File: config.mk
export PLATFORM = sky130hd
export DESIGN_NAME = pic_controller
export DESIGN_NICKNAME = d
export VERILOG_FILES = /design/src/hw/pic_pkg.sv /design/src/hw/pic_controller.sv
export SDC_FILE = /design/constraint.sdc
export NUM_CORES = 1
export LEC_CHECK = 0
export ABC_CLOCK_PERIOD_IN_PS = 52300
export BUFFER_PORTS_ARGS = -buffer_cell sky130_fd_sc_hd__buf_2
export CORE_MARGIN = 10
export CORE_UTILIZATION = 43
export CTS_CLUSTER_DIAMETER = 100
export DETAILED_ROUTE_END_ITERATION = 8
export HOLD_SLACK_MARGIN = 0.12
export PLACE_DENSITY_LB_ADDON = 0.15
export SYNTH_ARGS = -nofsm -noshare
export SYNTH_HDL_FRONTEND = slang
export SYNTH_SLANG_ARGS = --single-unit
File: constraint.sdc
create_clock -name ref_clk -period 52.3 [get_ports ref_clk]
set_clock_uncertainty 0.2 [all_clocks]
set_input_delay 0 -clock ref_clk [delete_from_list [all_inputs] [get_ports ref_clk]]
set_output_delay 0 -clock ref_clk [all_outputs]
set_load 0.01 [all_outputs]
File: src/hw/pic_pkg.sv
package pic_pkg;

  // ---------------------------------------------------------------------
  // Register map.
  // ---------------------------------------------------------------------

  // Printed register offsets; each is a 16-bit register.
  localparam logic [31:0] PIC_OFF_PRIO_EXT_LO   = 32'hffff8348;
  localparam logic [31:0] PIC_OFF_PRIO_EXT_HI   = 32'hffff834a;
  localparam logic [31:0] PIC_OFF_PRIO_PERIPH_C = 32'hffff834c;
  localparam logic [31:0] PIC_OFF_PRIO_PERIPH_D = 32'hffff834e;
  localparam logic [31:0] PIC_OFF_PRIO_PERIPH_E = 32'hffff8350;
  localparam logic [31:0] PIC_OFF_PRIO_PERIPH_F = 32'hffff8352;
  localparam logic [31:0] PIC_OFF_PRIO_PERIPH_G = 32'hffff8354;
  localparam logic [31:0] PIC_OFF_PRIO_PERIPH_H = 32'hffff8356;
  localparam logic [31:0] PIC_OFF_DETECT_CONTROL = 32'hffff8358;
  localparam logic [31:0] PIC_OFF_REQUEST_STATUS = 32'hffff835a;

  // Word index on the bus: halfword distance from the first register.
  localparam logic [31:0] PIC_IDX_DIFF_CTRL =
    (PIC_OFF_DETECT_CONTROL - PIC_OFF_PRIO_EXT_LO) >> 1;
  localparam logic [31:0] PIC_IDX_DIFF_STAT =
    (PIC_OFF_REQUEST_STATUS - PIC_OFF_PRIO_EXT_LO) >> 1;
  localparam logic [3:0]  PIC_IDX_CTRL = PIC_IDX_DIFF_CTRL[3:0];
  localparam logic [3:0]  PIC_IDX_STAT = PIC_IDX_DIFF_STAT[3:0];
  localparam int          PIC_NUM_PRIO = 8;

  // Reset values.
  localparam logic [15:0] PIC_PRIO_RESET = 16'h0000;
  localparam logic [15:0] PIC_STAT_RESET = 16'h0000;

  // Field positions in the detect control register.
  localparam int PIC_CTRL_NMI_LEVEL_BIT = 15;
  localparam int PIC_CTRL_NMI_EDGE_BIT  = 8;

  // Flag and sense bit position of each external pin (pins 0,1,2,3,6,7).
  localparam int PIC_NUM_EXT = 6;
  localparam logic [3:0] PIC_EXT_BIT [PIC_NUM_EXT] =
    '{4'h7, 4'h6, 4'h5, 4'h4, 4'h1, 4'h0};

  // ---------------------------------------------------------------------
  // Sources, vectors and priority fields.
  // ---------------------------------------------------------------------

  // A field index is register * 4 + nibble, nibble 0 being bits 15:12.
  localparam logic [7:0] PIC_NMI_VECTOR = 8'h0b;
  localparam logic [4:0] PIC_NMI_LEVEL  = 5'h10;
  localparam logic [3:0] PIC_NMI_MASK   = 4'hf;
  localparam logic [7:0] PIC_EXT_VEC [PIC_NUM_EXT] =
    '{8'h40, 8'h41, 8'h42, 8'h43, 8'h46, 8'h47};
  localparam logic [4:0] PIC_EXT_FLD [PIC_NUM_EXT] =
    '{5'h00, 5'h01, 5'h02, 5'h03, 5'h06, 5'h07};

  // Peripheral lines in default ranking order, highest first.
  localparam int PIC_NUM_PER = 28;
  localparam logic [7:0] PIC_PER_VEC [PIC_NUM_PER] = '{
    8'h48, 8'h4c, 8'h58, 8'h59, 8'h5a, 8'h5b, 8'h5c, 8'h60, 8'h61, 8'h64,
    8'h65, 8'h68, 8'h69, 8'h6c, 8'h6d, 8'h80, 8'h81, 8'h82, 8'h83, 8'h84,
    8'h85, 8'h86, 8'h87, 8'h88, 8'h90, 8'h94, 8'h98, 8'h99};
  localparam logic [4:0] PIC_PER_FLD [PIC_NUM_PER] = '{
    5'h08, 5'h09, 5'h0c, 5'h0c, 5'h0c, 5'h0c, 5'h0d, 5'h0e, 5'h0e, 5'h0f,
    5'h0f, 5'h10, 5'h10, 5'h11, 5'h11, 5'h16, 5'h16, 5'h16, 5'h16, 5'h17,
    5'h17, 5'h17, 5'h17, 5'h18, 5'h1a, 5'h1b, 5'h1c, 5'h1c};

  // Arbitration source numbers: NMI, then pins, then peripherals.
  localparam int PIC_NUM_SRC = 1 + PIC_NUM_EXT + PIC_NUM_PER;
  typedef logic [5:0] pic_src_t;

endpackage : pic_pkg

File: src/hw/pic_controller.sv
// ---------------------------------------------------------------------
// Prioritising interrupt controller with an Avalon-MM register slave.
// ---------------------------------------------------------------------

// Behaviour
// - Levels 0 to 16; level 0 masks source.
// - NMI level 16, always forwarded regardless of mask.
// - NMI edge only; control bit picks polarity.
// - Accepted NMI loads mask level 15.
// - Per-pin sense bit: low level or falling edge.
// - Level mode follows pin; flag shows request.
// - Edge mode latches fall until accepted.
// - Write 0 after reading 1 clears latch.
// - Accepted pin loads its priority as mask.
// - Pin priority nibbles in first two registers.
// - Distinct peripheral vectors; priorities from registers three-eight.
// - Accepted peripheral loads its priority as mask.
// - Vector 11 NMI, 64-67, 70, 71 pins.
// - Shared-field peripherals ranked in fixed order.
// - Reset sets every priority to zero.
// - Ties resolved by fixed default ranking.
// - Control reset reads 0x8000 when NMI high.
// - Status register: only zero writes clear flags.
// - Ten registers; 8, 16, 32-bit access.
module pic_controller (
  input  wire logic                         ref_clk,
  input  wire logic                         reset_n,
  // Avalon-MM slave, word addressed.
  input  wire logic [3:0]                   avs_address,
  input  wire logic                         avs_read,
  input  wire logic                         avs_write,
  input  wire logic [31:0]                  avs_writedata,
  input  wire logic [3:0]                   avs_byteenable,
  output logic      [31:0]                  avs_readdata,
  output logic                              avs_waitrequest,
  // Pins and peripheral request lines.
  input  wire logic                         nmi_pin,
  input  wire logic [pic_pkg::PIC_NUM_EXT-1:0] ext_request_pins_n,
  input  wire logic [pic_pkg::PIC_NUM_PER-1:0] periph_req,
  // CPU exception interface.
  input  wire logic [3:0]                   cpu_mask_level,
  input  wire logic                         cpu_accept,
  output logic                              cpu_int_req,
  output logic      [7:0]                   cpu_int_vector,
  output logic      [3:0]                   cpu_new_mask
);
  import pic_pkg::*;

  // ---------------------------------------------------------------------
  // Storage.
  // ---------------------------------------------------------------------

  // Level-mode flags are not stored: they are derived from the sampled
  // pins, so a flag can never disagree with the request it reports.
  logic [15:0]            prio_q [PIC_NUM_PRIO]; // Priority registers.
  logic                   nmi_edge_sel_q;        // 1 selects rising edge.
  logic [PIC_NUM_EXT-1:0] sense_edge_q;          // 1 selects falling edge.
  logic                   nmi_level_q;           // Sampled NMI pin.
  logic                   nmi_latch_q;           // Pending NMI.
  logic [PIC_NUM_EXT-1:0] pin_q;                 // Sampled ext pins.
  logic [PIC_NUM_EXT-1:0] edge_latch_q;          // Latched falling edges.
  logic [PIC_NUM_EXT-1:0] armed_q;               // Flag was read as 1.
  logic                   wait_q;                // Registered waitrequest.
  logic [31:0]            rdata_q;               // Registered read data.
  logic                   req_q;                 // Request to the CPU.
  logic [7:0]             vec_q;                 // Presented vector.
  logic [3:0]             mask_q;                // Mask to load on accept.
  pic_src_t               src_q;                 // Presented source.

  // ---------------------------------------------------------------------
  // Bus decode.
  // ---------------------------------------------------------------------

  // A request commits on the edge where waitrequest is already low; a
  // read is taken, and its data captured, one edge earlier.
  logic        commit_wr;
  logic        rd_taken;
  logic        hit;
  logic [15:0] wmask;
  logic [15:0] pin_flags;

  assign commit_wr = avs_write && !wait_q;
  assign rd_taken  = avs_read && wait_q;
  assign hit       = (avs_address <= PIC_IDX_STAT);
  // Byte lane 0 is the low byte of the register, lane 1 the high byte.
  assign wmask     = {{8{avs_byteenable[1]}}, {8{avs_byteenable[0]}}};

  // Flag view: level mode shows the sampled pin, edge mode the latch.
  always_comb begin
    pin_flags = 16'h0000;
    for (int i = 0; i < PIC_NUM_EXT; i++) begin
      pin_flags[PIC_EXT_BIT[i]] = sense_edge_q[i] ? edge_latch_q[i]
                                                  : !pin_q[i];
    end
  end

  // Read multiplexer; unmapped words read as zero.
  logic [15:0] rd_mux;
  always_comb begin
    rd_mux = 16'h0000;
    if (avs_address < PIC_IDX_CTRL) begin
      rd_mux = prio_q[avs_address[2:0]];
    end else if (avs_address == PIC_IDX_CTRL) begin
      rd_mux[PIC_CTRL_NMI_LEVEL_BIT] = nmi_level_q;
      rd_mux[PIC_CTRL_NMI_EDGE_BIT]  = nmi_edge_sel_q;
      for (int i = 0; i < PIC_NUM_EXT; i++) begin
        rd_mux[PIC_EXT_BIT[i]] = sense_edge_q[i];
      end
    end else if (avs_address == PIC_IDX_STAT) begin
      rd_mux = pin_flags;
    end
  end

  // ---------------------------------------------------------------------
  // Bus handshake.
  // ---------------------------------------------------------------------

  // Waitrequest drops for exactly one cycle per request, one cycle after
  // the request appears, so every access takes two clock edges.
  // The fixed wait state costs one cycle per access but keeps the read
  // path registered and the master's timing the same for every register.
  always_ff @(posedge ref_clk) begin
    if (!reset_n) begin
      wait_q <= 1'b1;
    end else begin
      wait_q <= !((avs_read || avs_write) && wait_q);
    end
  end

  // Read data is captured while waitrequest is still high, so it stands
  // at the edge where the master takes it.
  always_ff @(posedge ref_clk) begin
    if (!reset_n) begin
      rdata_q <= 32'h0000_0000;
    end else if (rd_taken) begin
      rdata_q <= {16'h0000, hit ? rd_mux : 16'h0000};
    end
  end

  // ---------------------------------------------------------------------
  // Register writes.
  // ---------------------------------------------------------------------

  // Priority registers; byte enables give 8, 16 and 32-bit access.
  // Lanes 2 and 3 are ignored, so a 32-bit access reaches only the
  // register at its own word index; software must allow for that.
  always_ff @(posedge ref_clk) begin
    if (!reset_n) begin
      for (int r = 0; r < PIC_NUM_PRIO; r++) begin
        prio_q[r] <= PIC_PRIO_RESET;
      end
    end else if (commit_wr && avs_address < PIC_IDX_CTRL) begin
      prio_q[avs_address[2:0]] <= (prio_q[avs_address[2:0]] & ~wmask)
                                | (avs_writedata[15:0] & wmask);
    end
  end

  // Detect control: edge select and sense bits; the level bit is read only.
  always_ff @(posedge ref_clk) begin
    if (!reset_n) begin
      nmi_edge_sel_q <= 1'b0;
      sense_edge_q   <= '0;
    end else if (commit_wr && avs_address == PIC_IDX_CTRL) begin
      if (wmask[PIC_CTRL_NMI_EDGE_BIT]) begin
        nmi_edge_sel_q <= avs_writedata[PIC_CTRL_NMI_EDGE_BIT];
      end
      for (int i = 0; i < PIC_NUM_EXT; i++) begin
        if (wmask[PIC_EXT_BIT[i]]) begin
          sense_edge_q[i] <= avs_writedata[PIC_EXT_BIT[i]];
        end
      end
    end
  end

  // ---------------------------------------------------------------------
  // Pin sampling and edge detection.
  // ---------------------------------------------------------------------

  // The NMI level is sampled on every edge, reset included, so the
  // control register shows the pin right after reset is released.
  always_ff @(posedge ref_clk) begin
    nmi_level_q <= nmi_pin;
  end

  // Pins idle high; resetting the samples high avoids a false edge.
  // The pins are taken as synchronous to ref_clk; an asynchronous source
  // needs a synchroniser in front of this block.
  always_ff @(posedge ref_clk) begin
    if (!reset_n) begin
      pin_q <= '1;
    end else begin
      pin_q <= ext_request_pins_n;
    end
  end

  // NMI edge in the selected direction; only edges count, never levels.
  logic nmi_edge;
  assign nmi_edge = nmi_edge_sel_q ? (nmi_pin && !nmi_level_q)
                                   : (!nmi_pin && nmi_level_q);

  // NMI latch: an edge in the accept cycle wins over the clear.
  // A second edge before acceptance is merged into the pending one.
  always_ff @(posedge ref_clk) begin
    if (!reset_n) begin
      nmi_latch_q <= 1'b0;
    end else if (nmi_edge) begin
      nmi_latch_q <= 1'b1;
    end else if (cpu_accept && src_q == pic_src_t'(0)) begin
      nmi_latch_q <= 1'b0;
    end
  end

  // Armed bits remember a flag that software has read as 1. They are set
  // on the edge where the read data is captured, so a latch that sets
  // while the read waits cannot be armed by a read that returned 0.
  always_ff @(posedge ref_clk) begin
    if (!reset_n) begin
      armed_q <= '0;
    end else begin
      for (int i = 0; i < PIC_NUM_EXT; i++) begin
        if (!edge_latch_q[i]) begin
          armed_q[i] <= 1'b0;
        end else if (rd_taken && avs_address == PIC_IDX_STAT
                     && avs_byteenable[0]) begin
          armed_q[i] <= 1'b1;
        end
      end
    end
  end

  // Edge latches: set on a falling edge, cleared on acceptance or by a
  // zero written to an armed flag. A new edge in the same cycle wins.
  always_ff @(posedge ref_clk) begin
    if (!reset_n) begin
      edge_latch_q <= '0;
    end else begin
      for (int i = 0; i < PIC_NUM_EXT; i++) begin
        if (sense_edge_q[i] && pin_q[i] && !ext_request_pins_n[i]) begin
          edge_latch_q[i] <= 1'b1;
        end else if (!sense_edge_q[i]) begin
          edge_latch_q[i] <= 1'b0;
        end else if (cpu_accept && src_q == pic_src_t'(i + 1)) begin
          edge_latch_q[i] <= 1'b0;
        end else if (commit_wr && avs_address == PIC_IDX_STAT
                     && wmask[PIC_EXT_BIT[i]]
                     && !avs_writedata[PIC_EXT_BIT[i]] && armed_q[i]) begin
          edge_latch_q[i] <= 1'b0;
        end
      end
    end
  end

  // ---------------------------------------------------------------------
  // Arbitration.
  // ---------------------------------------------------------------------

  // Priority nibble for a field index.
  function automatic logic [3:0] nib(input logic [4:0] fld);
    logic [15:0] word;
    word = prio_q[fld[4:2]];
    unique case (fld[1:0])
      2'h0: nib = word[15:12];
      2'h1: nib = word[11:8];
      2'h2: nib = word[7:4];
      2'h3: nib = word[3:0];
    endcase
  endfunction

  // Scan in default ranking order and replace the winner only on a
  // strictly higher level, so the earlier source keeps every tie.
  // The scan is one long comparator chain; it is cheap in area and short
  // enough for this clock, but it grows with every source that is added.
  logic [4:0] best_lvl;
  logic [7:0] best_vec;
  pic_src_t   best_src;
  logic [4:0] lvl;
  always_comb begin
    best_lvl = 5'h00;
    best_vec = 8'h00;
    best_src = pic_src_t'(0);
    lvl      = 5'h00;
    if (nmi_latch_q) begin
      best_lvl = PIC_NMI_LEVEL;
      best_vec = PIC_NMI_VECTOR;
    end
    for (int i = 0; i < PIC_NUM_EXT; i++) begin
      lvl = {1'b0, nib(PIC_EXT_FLD[i])};
      if (pin_flags[PIC_EXT_BIT[i]] && lvl > best_lvl) begin
        best_lvl = lvl;
        best_vec = PIC_EXT_VEC[i];
        best_src = pic_src_t'(i + 1);
      end
    end
    for (int p = 0; p < PIC_NUM_PER; p++) begin
      lvl = {1'b0, nib(PIC_PER_FLD[p])};
      if (periph_req[p] && lvl > best_lvl) begin
        best_lvl = lvl;
        best_vec = PIC_PER_VEC[p];
        best_src = pic_src_t'(1 + PIC_NUM_EXT + p);
      end
    end
  end

  // Level zero never beats the empty start value, so it stays masked.
  // The NMI bypasses the mask compare because nothing may block it.
  logic fire;
  assign fire = (best_lvl != 5'h00)
             && (best_lvl > {1'b0, cpu_mask_level}
                 || best_lvl == PIC_NMI_LEVEL);

  // ---------------------------------------------------------------------
  // CPU side outputs.
  // ---------------------------------------------------------------------

  // The winner is registered; on accept the CPU uses what it saw, and
  // the request drops for a cycle so a cleared source is not re-sent.
  // The price is one cycle of extra latency from source to request.
  always_ff @(posedge ref_clk) begin
    if (!reset_n) begin
      req_q  <= 1'b0;
      vec_q  <= 8'h00;
      mask_q <= 4'h0;
      src_q  <= pic_src_t'(0);
    end else if (cpu_accept) begin
      req_q  <= 1'b0;
    end else begin
      req_q  <= fire;
      vec_q  <= best_vec;
      src_q  <= best_src;
      mask_q <= (best_lvl == PIC_NMI_LEVEL)
                ? PIC_NMI_MASK
                : best_lvl[3:0];
    end
  end

  // Every output is a register, so the CPU and the bus see no glitches.
  assign cpu_int_req     = req_q;
  assign cpu_int_vector  = vec_q;
  assign cpu_new_mask    = mask_q;
  assign avs_readdata    = rdata_q;
  assign avs_waitrequest = wait_q;

endmodule // pic_controller

Yosys cells after proc, flatten, opt, wreduce, memory -nomap -nowiden
Memory sizes are Yosys's and may differ from the RTL's.
Cells that the tools add are included.

word-level totals
  memories = 1
  bits in latches = 0
  memory bits (read-only) = 0
  flip-flop bits (word level) = 63
  word-level logic and storage cells = 348
  memory bits (writable) = 128
  output and inout port bits = 46
  input bits = 84

operators by class
  div/mod/pow operators = 0
  magnitude comparators = 37
  equality and inequality tests = 15
  shifts and indexed selects = 0
  muxes and demuxes = 153
  multipliers = 0
  add/subtract/negate cells = 0
  reductions and logical operators = 114
  bitwise gates (word level) = 5

memories
  name    words  bits a word  read ports  clocked after memory_dff  write ports  RTL line              RTL
  prio_q  8      16           9           0                         8            pic_controller.sv:55  logic [15:0] prio_q [PIC_NUM_PRIO];

operator list
  kind                  number
  $mux W8               35
  $mux W6               34
  $mux W5               36
  $gt A4 B5 Y1          34
  $logic_and A1 B1 Y1   77
  $mux W16              3
  $mux W1               40
  $and A16 B16 Y16      2
  $ne A4 B1 Y1 const B  6
  $logic_not A1 Y1      22
  $eq A6 B3 Y1 const B  3
  $not A16 Y16          1
  $or A16 B16 Y16       1
  $reduce_and A2 Y1     8
  $reduce_or A16 Y1     1
  $eq A6 B2 Y1 const B  2
  $eq A4 B4 Y1 const B  2
  $mux W4               2
  $eq A6 B1 Y1 const B  1
  $logic_not A6 Y1      1
  $eq A5 B5 Y1 const B  1
  $gt A5 B4 Y1          1
  $reduce_bool A5 Y1    1
  $le A4 B4 Y1 const B  1
  7 further kinds       9

Depth between registers and ports, before layout
  depth in word-level cells = 106
  mapped depth = 301
  depth with buffers taken out = 294

Worst setup path after synthesis
Ideal clock, no wire load.

  path kind = flip-flop to flip-flop
  start = register sense_edge_q[0]
  end = register req_q, in the netlist cpu_int_req
  arrival time = 51172 ps
  buffers on the path = 7
  period minus slack after synthesis = 51507 ps
  required time = 51965 ps
  library setup time = 135 ps
  cell stages (with the launch flop) = 276
  setup slack = 793 ps
  cells stage by stage = dfxtp_1 nor2b_1 nor3_1 and2_1 inv_1 ha_1 and4_1 a2111o_1 a21oi_2 buf_4 nor2_1 a21oi_1 ha_1 and4b_1 a211oi_1 a211oi_1 o211ai_2 o21bai_4 [240 not listed] inv_1 ha_1 nand2_1 o41a_1 o31a_1 nor2_1 a21oi_1 ha_1 inv_1 o21ai_0 o21ai_0 o22ai_2 mux2i_1 ha_1 nor3b_1 o31a_1 o311ai_0 a211oi_1

on the way
  word-level cells in the longest chain between the ends = 105
  elaborated cells between the ends (all ways) = 107
  classes of those cells = 34 x order compare; 1 x eq/ne; 35 x mux; 37 x reduce/logical

ends and longest elaborated chain
  item                                                 RTL line                                      RTL
  start, declared                                      pic_controller.sv:57                          logic [PIC_NUM_EXT-1:0] sense_edge_q;
  start signal, assigned by index                      pic_controller.sv:169                         sense_edge_q[i] <= avs_writedata[PIC_EXT_BIT[i]];
  $mux W1 (*)                                          pic_controller.sv:92                          pin_flags[PIC_EXT_BIT[i]] = sense_edge_q[i] ? edge_latch_q[i]
  $logic_and A1 B1 Y1 (*)                              pic_controller.sv:288                         if (pin_flags[PIC_EXT_BIT[i]] && lvl > best_lvl) begin
  $mux W5 (*)                                          pic_controller.sv:288
  $gt A4 B5 Y1                                         pic_controller.sv:288
  $logic_and A1 B1 Y1                                  pic_controller.sv:288
  $mux W5 (*)                                          pic_controller.sv:288
  $gt A4 B5 Y1                                         pic_controller.sv:288
  $logic_and A1 B1 Y1                                  pic_controller.sv:288
  [89 not listed]                                      n/a
  $logic_and A1 B1 Y1                                  pic_controller.sv:296                         if (periph_req[p] && lvl > best_lvl) begin
  $mux W5 (*)                                          pic_controller.sv:296
  $gt A4 B5 Y1                                         pic_controller.sv:296
  $logic_and A1 B1 Y1                                  pic_controller.sv:296
  $mux W5 (*)                                          pic_controller.sv:296
  $gt A5 B4 Y1 / $eq A5 B5 Y1 (equally long branches)  pic_controller.sv:308, pic_controller.sv:309
  $logic_or A1 B1 Y1                                   pic_controller.sv:309                         || best_lvl == PIC_NMI_LEVEL);
  $logic_and A1 B1 Y1 (*)                              pic_controller.sv:308                         && (best_lvl > {1'b0, cpu_mask_level}
  end signal, assigned                                 pic_controller.sv:327                         req_q <= fire;
  end, declared                                        pic_controller.sv:65                          logic req_q;

Every way passes the cells marked *; elsewhere a longest branch is shown, timed or not.
A chain may end at the register's enable or synchronous reset.

Final worst setup path
Ends and elaborated chain as after synthesis.

==> qor.csv <==
stage;metric;value;unit
outcome;outcome;completed;
sta;slew_headroom;15.8;%
cells_and_area;area_delta_synth_final;24.8;%
hold_path;hold_path_class;input pin to flip-flop;
sta;fin_crit_sh;95.4;%
floorplanning;die_h;215;um
clock_tree;cts_sinks;191;
clock_tree;cts_root_buffer;clkbuf_16;
worst_setup_path;worstPathArrival;50020;ps
synthesis;ys_warn_count;0;
routing;drc;0;
worst_setup_path;crit_top_cell;ha_1;
floorplanning;fp-row-count;71;
floorplanning;dieArea;46300;um^2
synthesis;synth_most_common_cell;nor2_1;
worst_setup_path;critPathLaunch;sense_edge_q[0]$_SDFFE_PN0P_;
floorplanning;die_w;215;um
sta;slew_viol_final;0;
synthesis;netlist_area;16400;um^2
synthesis;seq_area_frac_synth;31.2;%
clock_tree;cts_buffers;17;
worst_setup_path;r2r_start;sense_edge_q[0]$_SDFFE_PN0P_;
floorplanning;ioPinCount;130;
worst_setup_path;max_stage_delay;470;ps
routing;drt_iter0_drc;1603;
worst_setup_path;path_max_fanout;7;
synthesis;yosysUniqueCellTypes;122;
routing;first_pass_iters;5;
synthesis;synthArstFlopShare;0;%
sta;fmax;20.0;MHz
synthesis;synth_edf_count;128;
clock_tree;clkTransAtPathRegs;70;ps
floorplanning;initial_utilization;43.5;%
worst_setup_path;cp-start-kind;flip-flop;
synthesis;ys_top_cells_by_area;edfxtp_1, dfxtp_1, nor2_1;
synthesis;synth_common_cells;nor2_1, nand2_1, edfxtp_1;
synthesis;postSynthCellCount;1896;
sta;hold_viol;0;
routing;drt-vias-per-instance;6.04;
cells_and_area;fin_nets;2331;
placement;place_area;18100;um^2
worst_setup_path;crit_path_end_kind;flip-flop;
worst_setup_path;rrSetupSlack;2390;ps
cells_and_area;diodes;0;
routing;ant_nets;0;
floorplanning;core;37700;um^2
clock_tree;cts_tree;done;
global_routing;grt_pass1_vias;15300;
synthesis;synth-seq-cells;191;
clock_tree;cts_buffer_depth;2;
synthesis;avgSynthCellArea;8.64;um^2
cells_and_area;fin_area;20500;um^2
global_routing;grt_start_max_net_pins;58;
synthesis;synth_area_leader_cell;edfxtp_1;
synthesis;yosys.area.top_type_share;23.5;%
routing;drt-total-wl;56.8;mm
sta;min_period;49910;ps
sta;tightest_slew;1230;ps
worst_setup_path;rr_worst_depth;275;
worst_setup_path;slowest_stage;o41a_1;
placement;gp_congestion;0.926;
placement;portBuffers;95;
cells_and_area;drive_above_1_share;27.3;%
worst_setup_path;cp.required;52410;ps
routing;via_count;16300;
global_routing;antenna_found_initial;0;
clock_tree;htreeDepth;4;
global_routing;grt-ovfl-total;0;
global_routing;grt_pass1_wl;86.4;mm
synthesis;yosys_most_used_dff;edfxtp_1;
worst_setup_path;r2r-end;cpu_int_req$_SDFF_PP0_;
run;maxCapViolations;0;
sta;setup_viol;0;
clock_tree;clk_latency;440;ps
worst_setup_path;crit_path_end;cpu_int_req$_SDFF_PP0_;
worst_setup_path;criticalPathCategory;flip-flop to flip-flop;
placement;dp_hpwl;41.8;mm
routing;post_drt_wl_per_cell;21.1;um
global_routing;grtUsageTotal;23.0;%
[what timing repair did]
action	in CTS	in global routing
pin swaps	2	86
buffers inserted	5	48
hold buffers	57	0
gates resized for setup	18	178
endpoints found under the hold margin	179	0
setup endpoints to repair	14	19
[logic make-up (layout without fill, tap and decap cells)]
logic type	after synthesis	after routing	share of synthesized area, %
XOR/XNOR	9	9	0.481
AND/OR/NAND/NOR	716	716	20.6
flip-flops	191	191	31.2
other	1	16	0.0229
multiplexers	131	131	10.8
buffers and inverters	214	487	5.39
adder cells (fa/ha/maj)	86	86	6.41
AO/OA/AOI/OAI	548	548	25.1
[how the worst min path moves through the flow]
stage	from	slack, ps	cells past startpoint	endpoint
after global routing	avs_write	150	5	edge_latch_q[1]$_SDFFE_PN0P_
after floorplan	nmi_pin	-170	0	nmi_level_q$_DFF_P_
after detailed placement	nmi_pin	-60	1	nmi_level_q$_DFF_P_
after CTS	avs_write	120	5	edge_latch_q[1]$_SDFFE_PN0P_
after global placement	nmi_pin	-70	1	nmi_level_q$_DFF_P_
final	periph_req[25]	120	6	cpu_int_vector[0]$_SDFFE_PN0N_
[placed cells by master, fill, tap and decap left out, types with 10 or more instances in the layout]
cell | synthesis | routed
o211a_1 | 15 | 14
edfxtp_1 | 128 | 128
mux2_2 | 42 | 37
buf_4 | 19 | 183
maj3_1 | 10 | 10
o21ai_1 | 10 | 24
a21oi_1 | 110 | 93
nand3b_1 | 12 | 12
o21ai_2 | 2 | 12
nand4_1 | 19 | 19
a211oi_1 | 25 | 16
nand2_2 | 1 | 10
o211ai_1 | 18 | 18
a21o_1 | 13 | 13
a21oi_2 | 2 | 17
buf_2 | 6 | 95
o21ai_0 | 108 | 84
and3_1 | 15 | 11
ha_1 | 76 | 62
a31oi_1 | 19 | 19
o21a_1 | 17 | 15
dlygate4sd3_1 | 0 | 57
dfxtp_1 | 63 | 61
nand3_1 | 62 | 57
nor2_1 | 268 | 260
nand2b_1 | 19 | 17
o2111ai_1 | 13 | 13
mux2i_1 | 55 | 48
clkbuf_16 | 0 | 17
and2_1 | 18 | 14
nor3_1 | 36 | 30
inv_1 | 111 | 107
mux4_2 | 32 | 32
nand2_1 | 169 | 159
nor2b_1 | 41 | 31
a22oi_1 | 11 | 11
o31a_1 | 12 | 12
a211oi_2 | 3 | 11
conb_1 | 1 | 16
[worst max-delay path, delay by kind of cell, from the launching register on]
family,cells,cell delay [ps]
AO/OA/AOI/OAI,109,20730
adder cells (fa/ha/maj),37,9900
buffers and inverters,31,2830
flip-flops,1,340
multiplexers,19,4910
AND/OR/NAND/NOR,79,10690
[per-layer routing]
| layer | global-route usage [%] | up-vias | share of wire (%) |
|---|---|---|---|
| li1 | - | 7663 | - |
| met1 | 32.4 | 7882 | 44 |
| met2 | 35.7 | 658 | 45 |
| met3 | 3.51 | 86 | 8.1 |
| met4 | 6.69 | 0 | 2.8 |
| met5 | 0 | - | 0 |
[layout make-up]
class,count,area (um^2)
Timing Repair Buffer,339,2460
Clock buffer,17,425
Clock inverter,15,163
Fill cell,3543,17200
Multi-Input combinational cell,1506,11200
Sequential cell,191,5110
Tap cell,511,639
Inverter,116,435
[per-stage QoR]
step | cells | hold slack [ps] | setup WS [ps] | util [%] | setup TNS [ps]
after floorplan | 1911 | -172 | 793 | - | 0
after global placement | 2553 | -67.0 | -356 | 48.1 | -356
after detailed placement | 2553 | -63.9 | -724 | 48.1 | -761
after CTS | 2647 | 124 | 28.7 | 51.5 | 0
after global routing | 2695 | 150 | -477 | 54.3 | -477
final | 2695 | 117 | 2390 | 54.3 | 0
[sequential cells by signal, summed over array words and instances (netlist names), 4 cells and up]
name / flops
prio_q: 128
cpu_int_vector: 8
armed_q: 6
cpu_new_mask: 4
edge_latch_q: 6
src_q: 6
sense_edge_q: 6
avs_readdata: 16
pin_q: 6
Power is not shown: default switching activity piles up to over one toggle a cycle in this logic, so the estimate is an artifact.
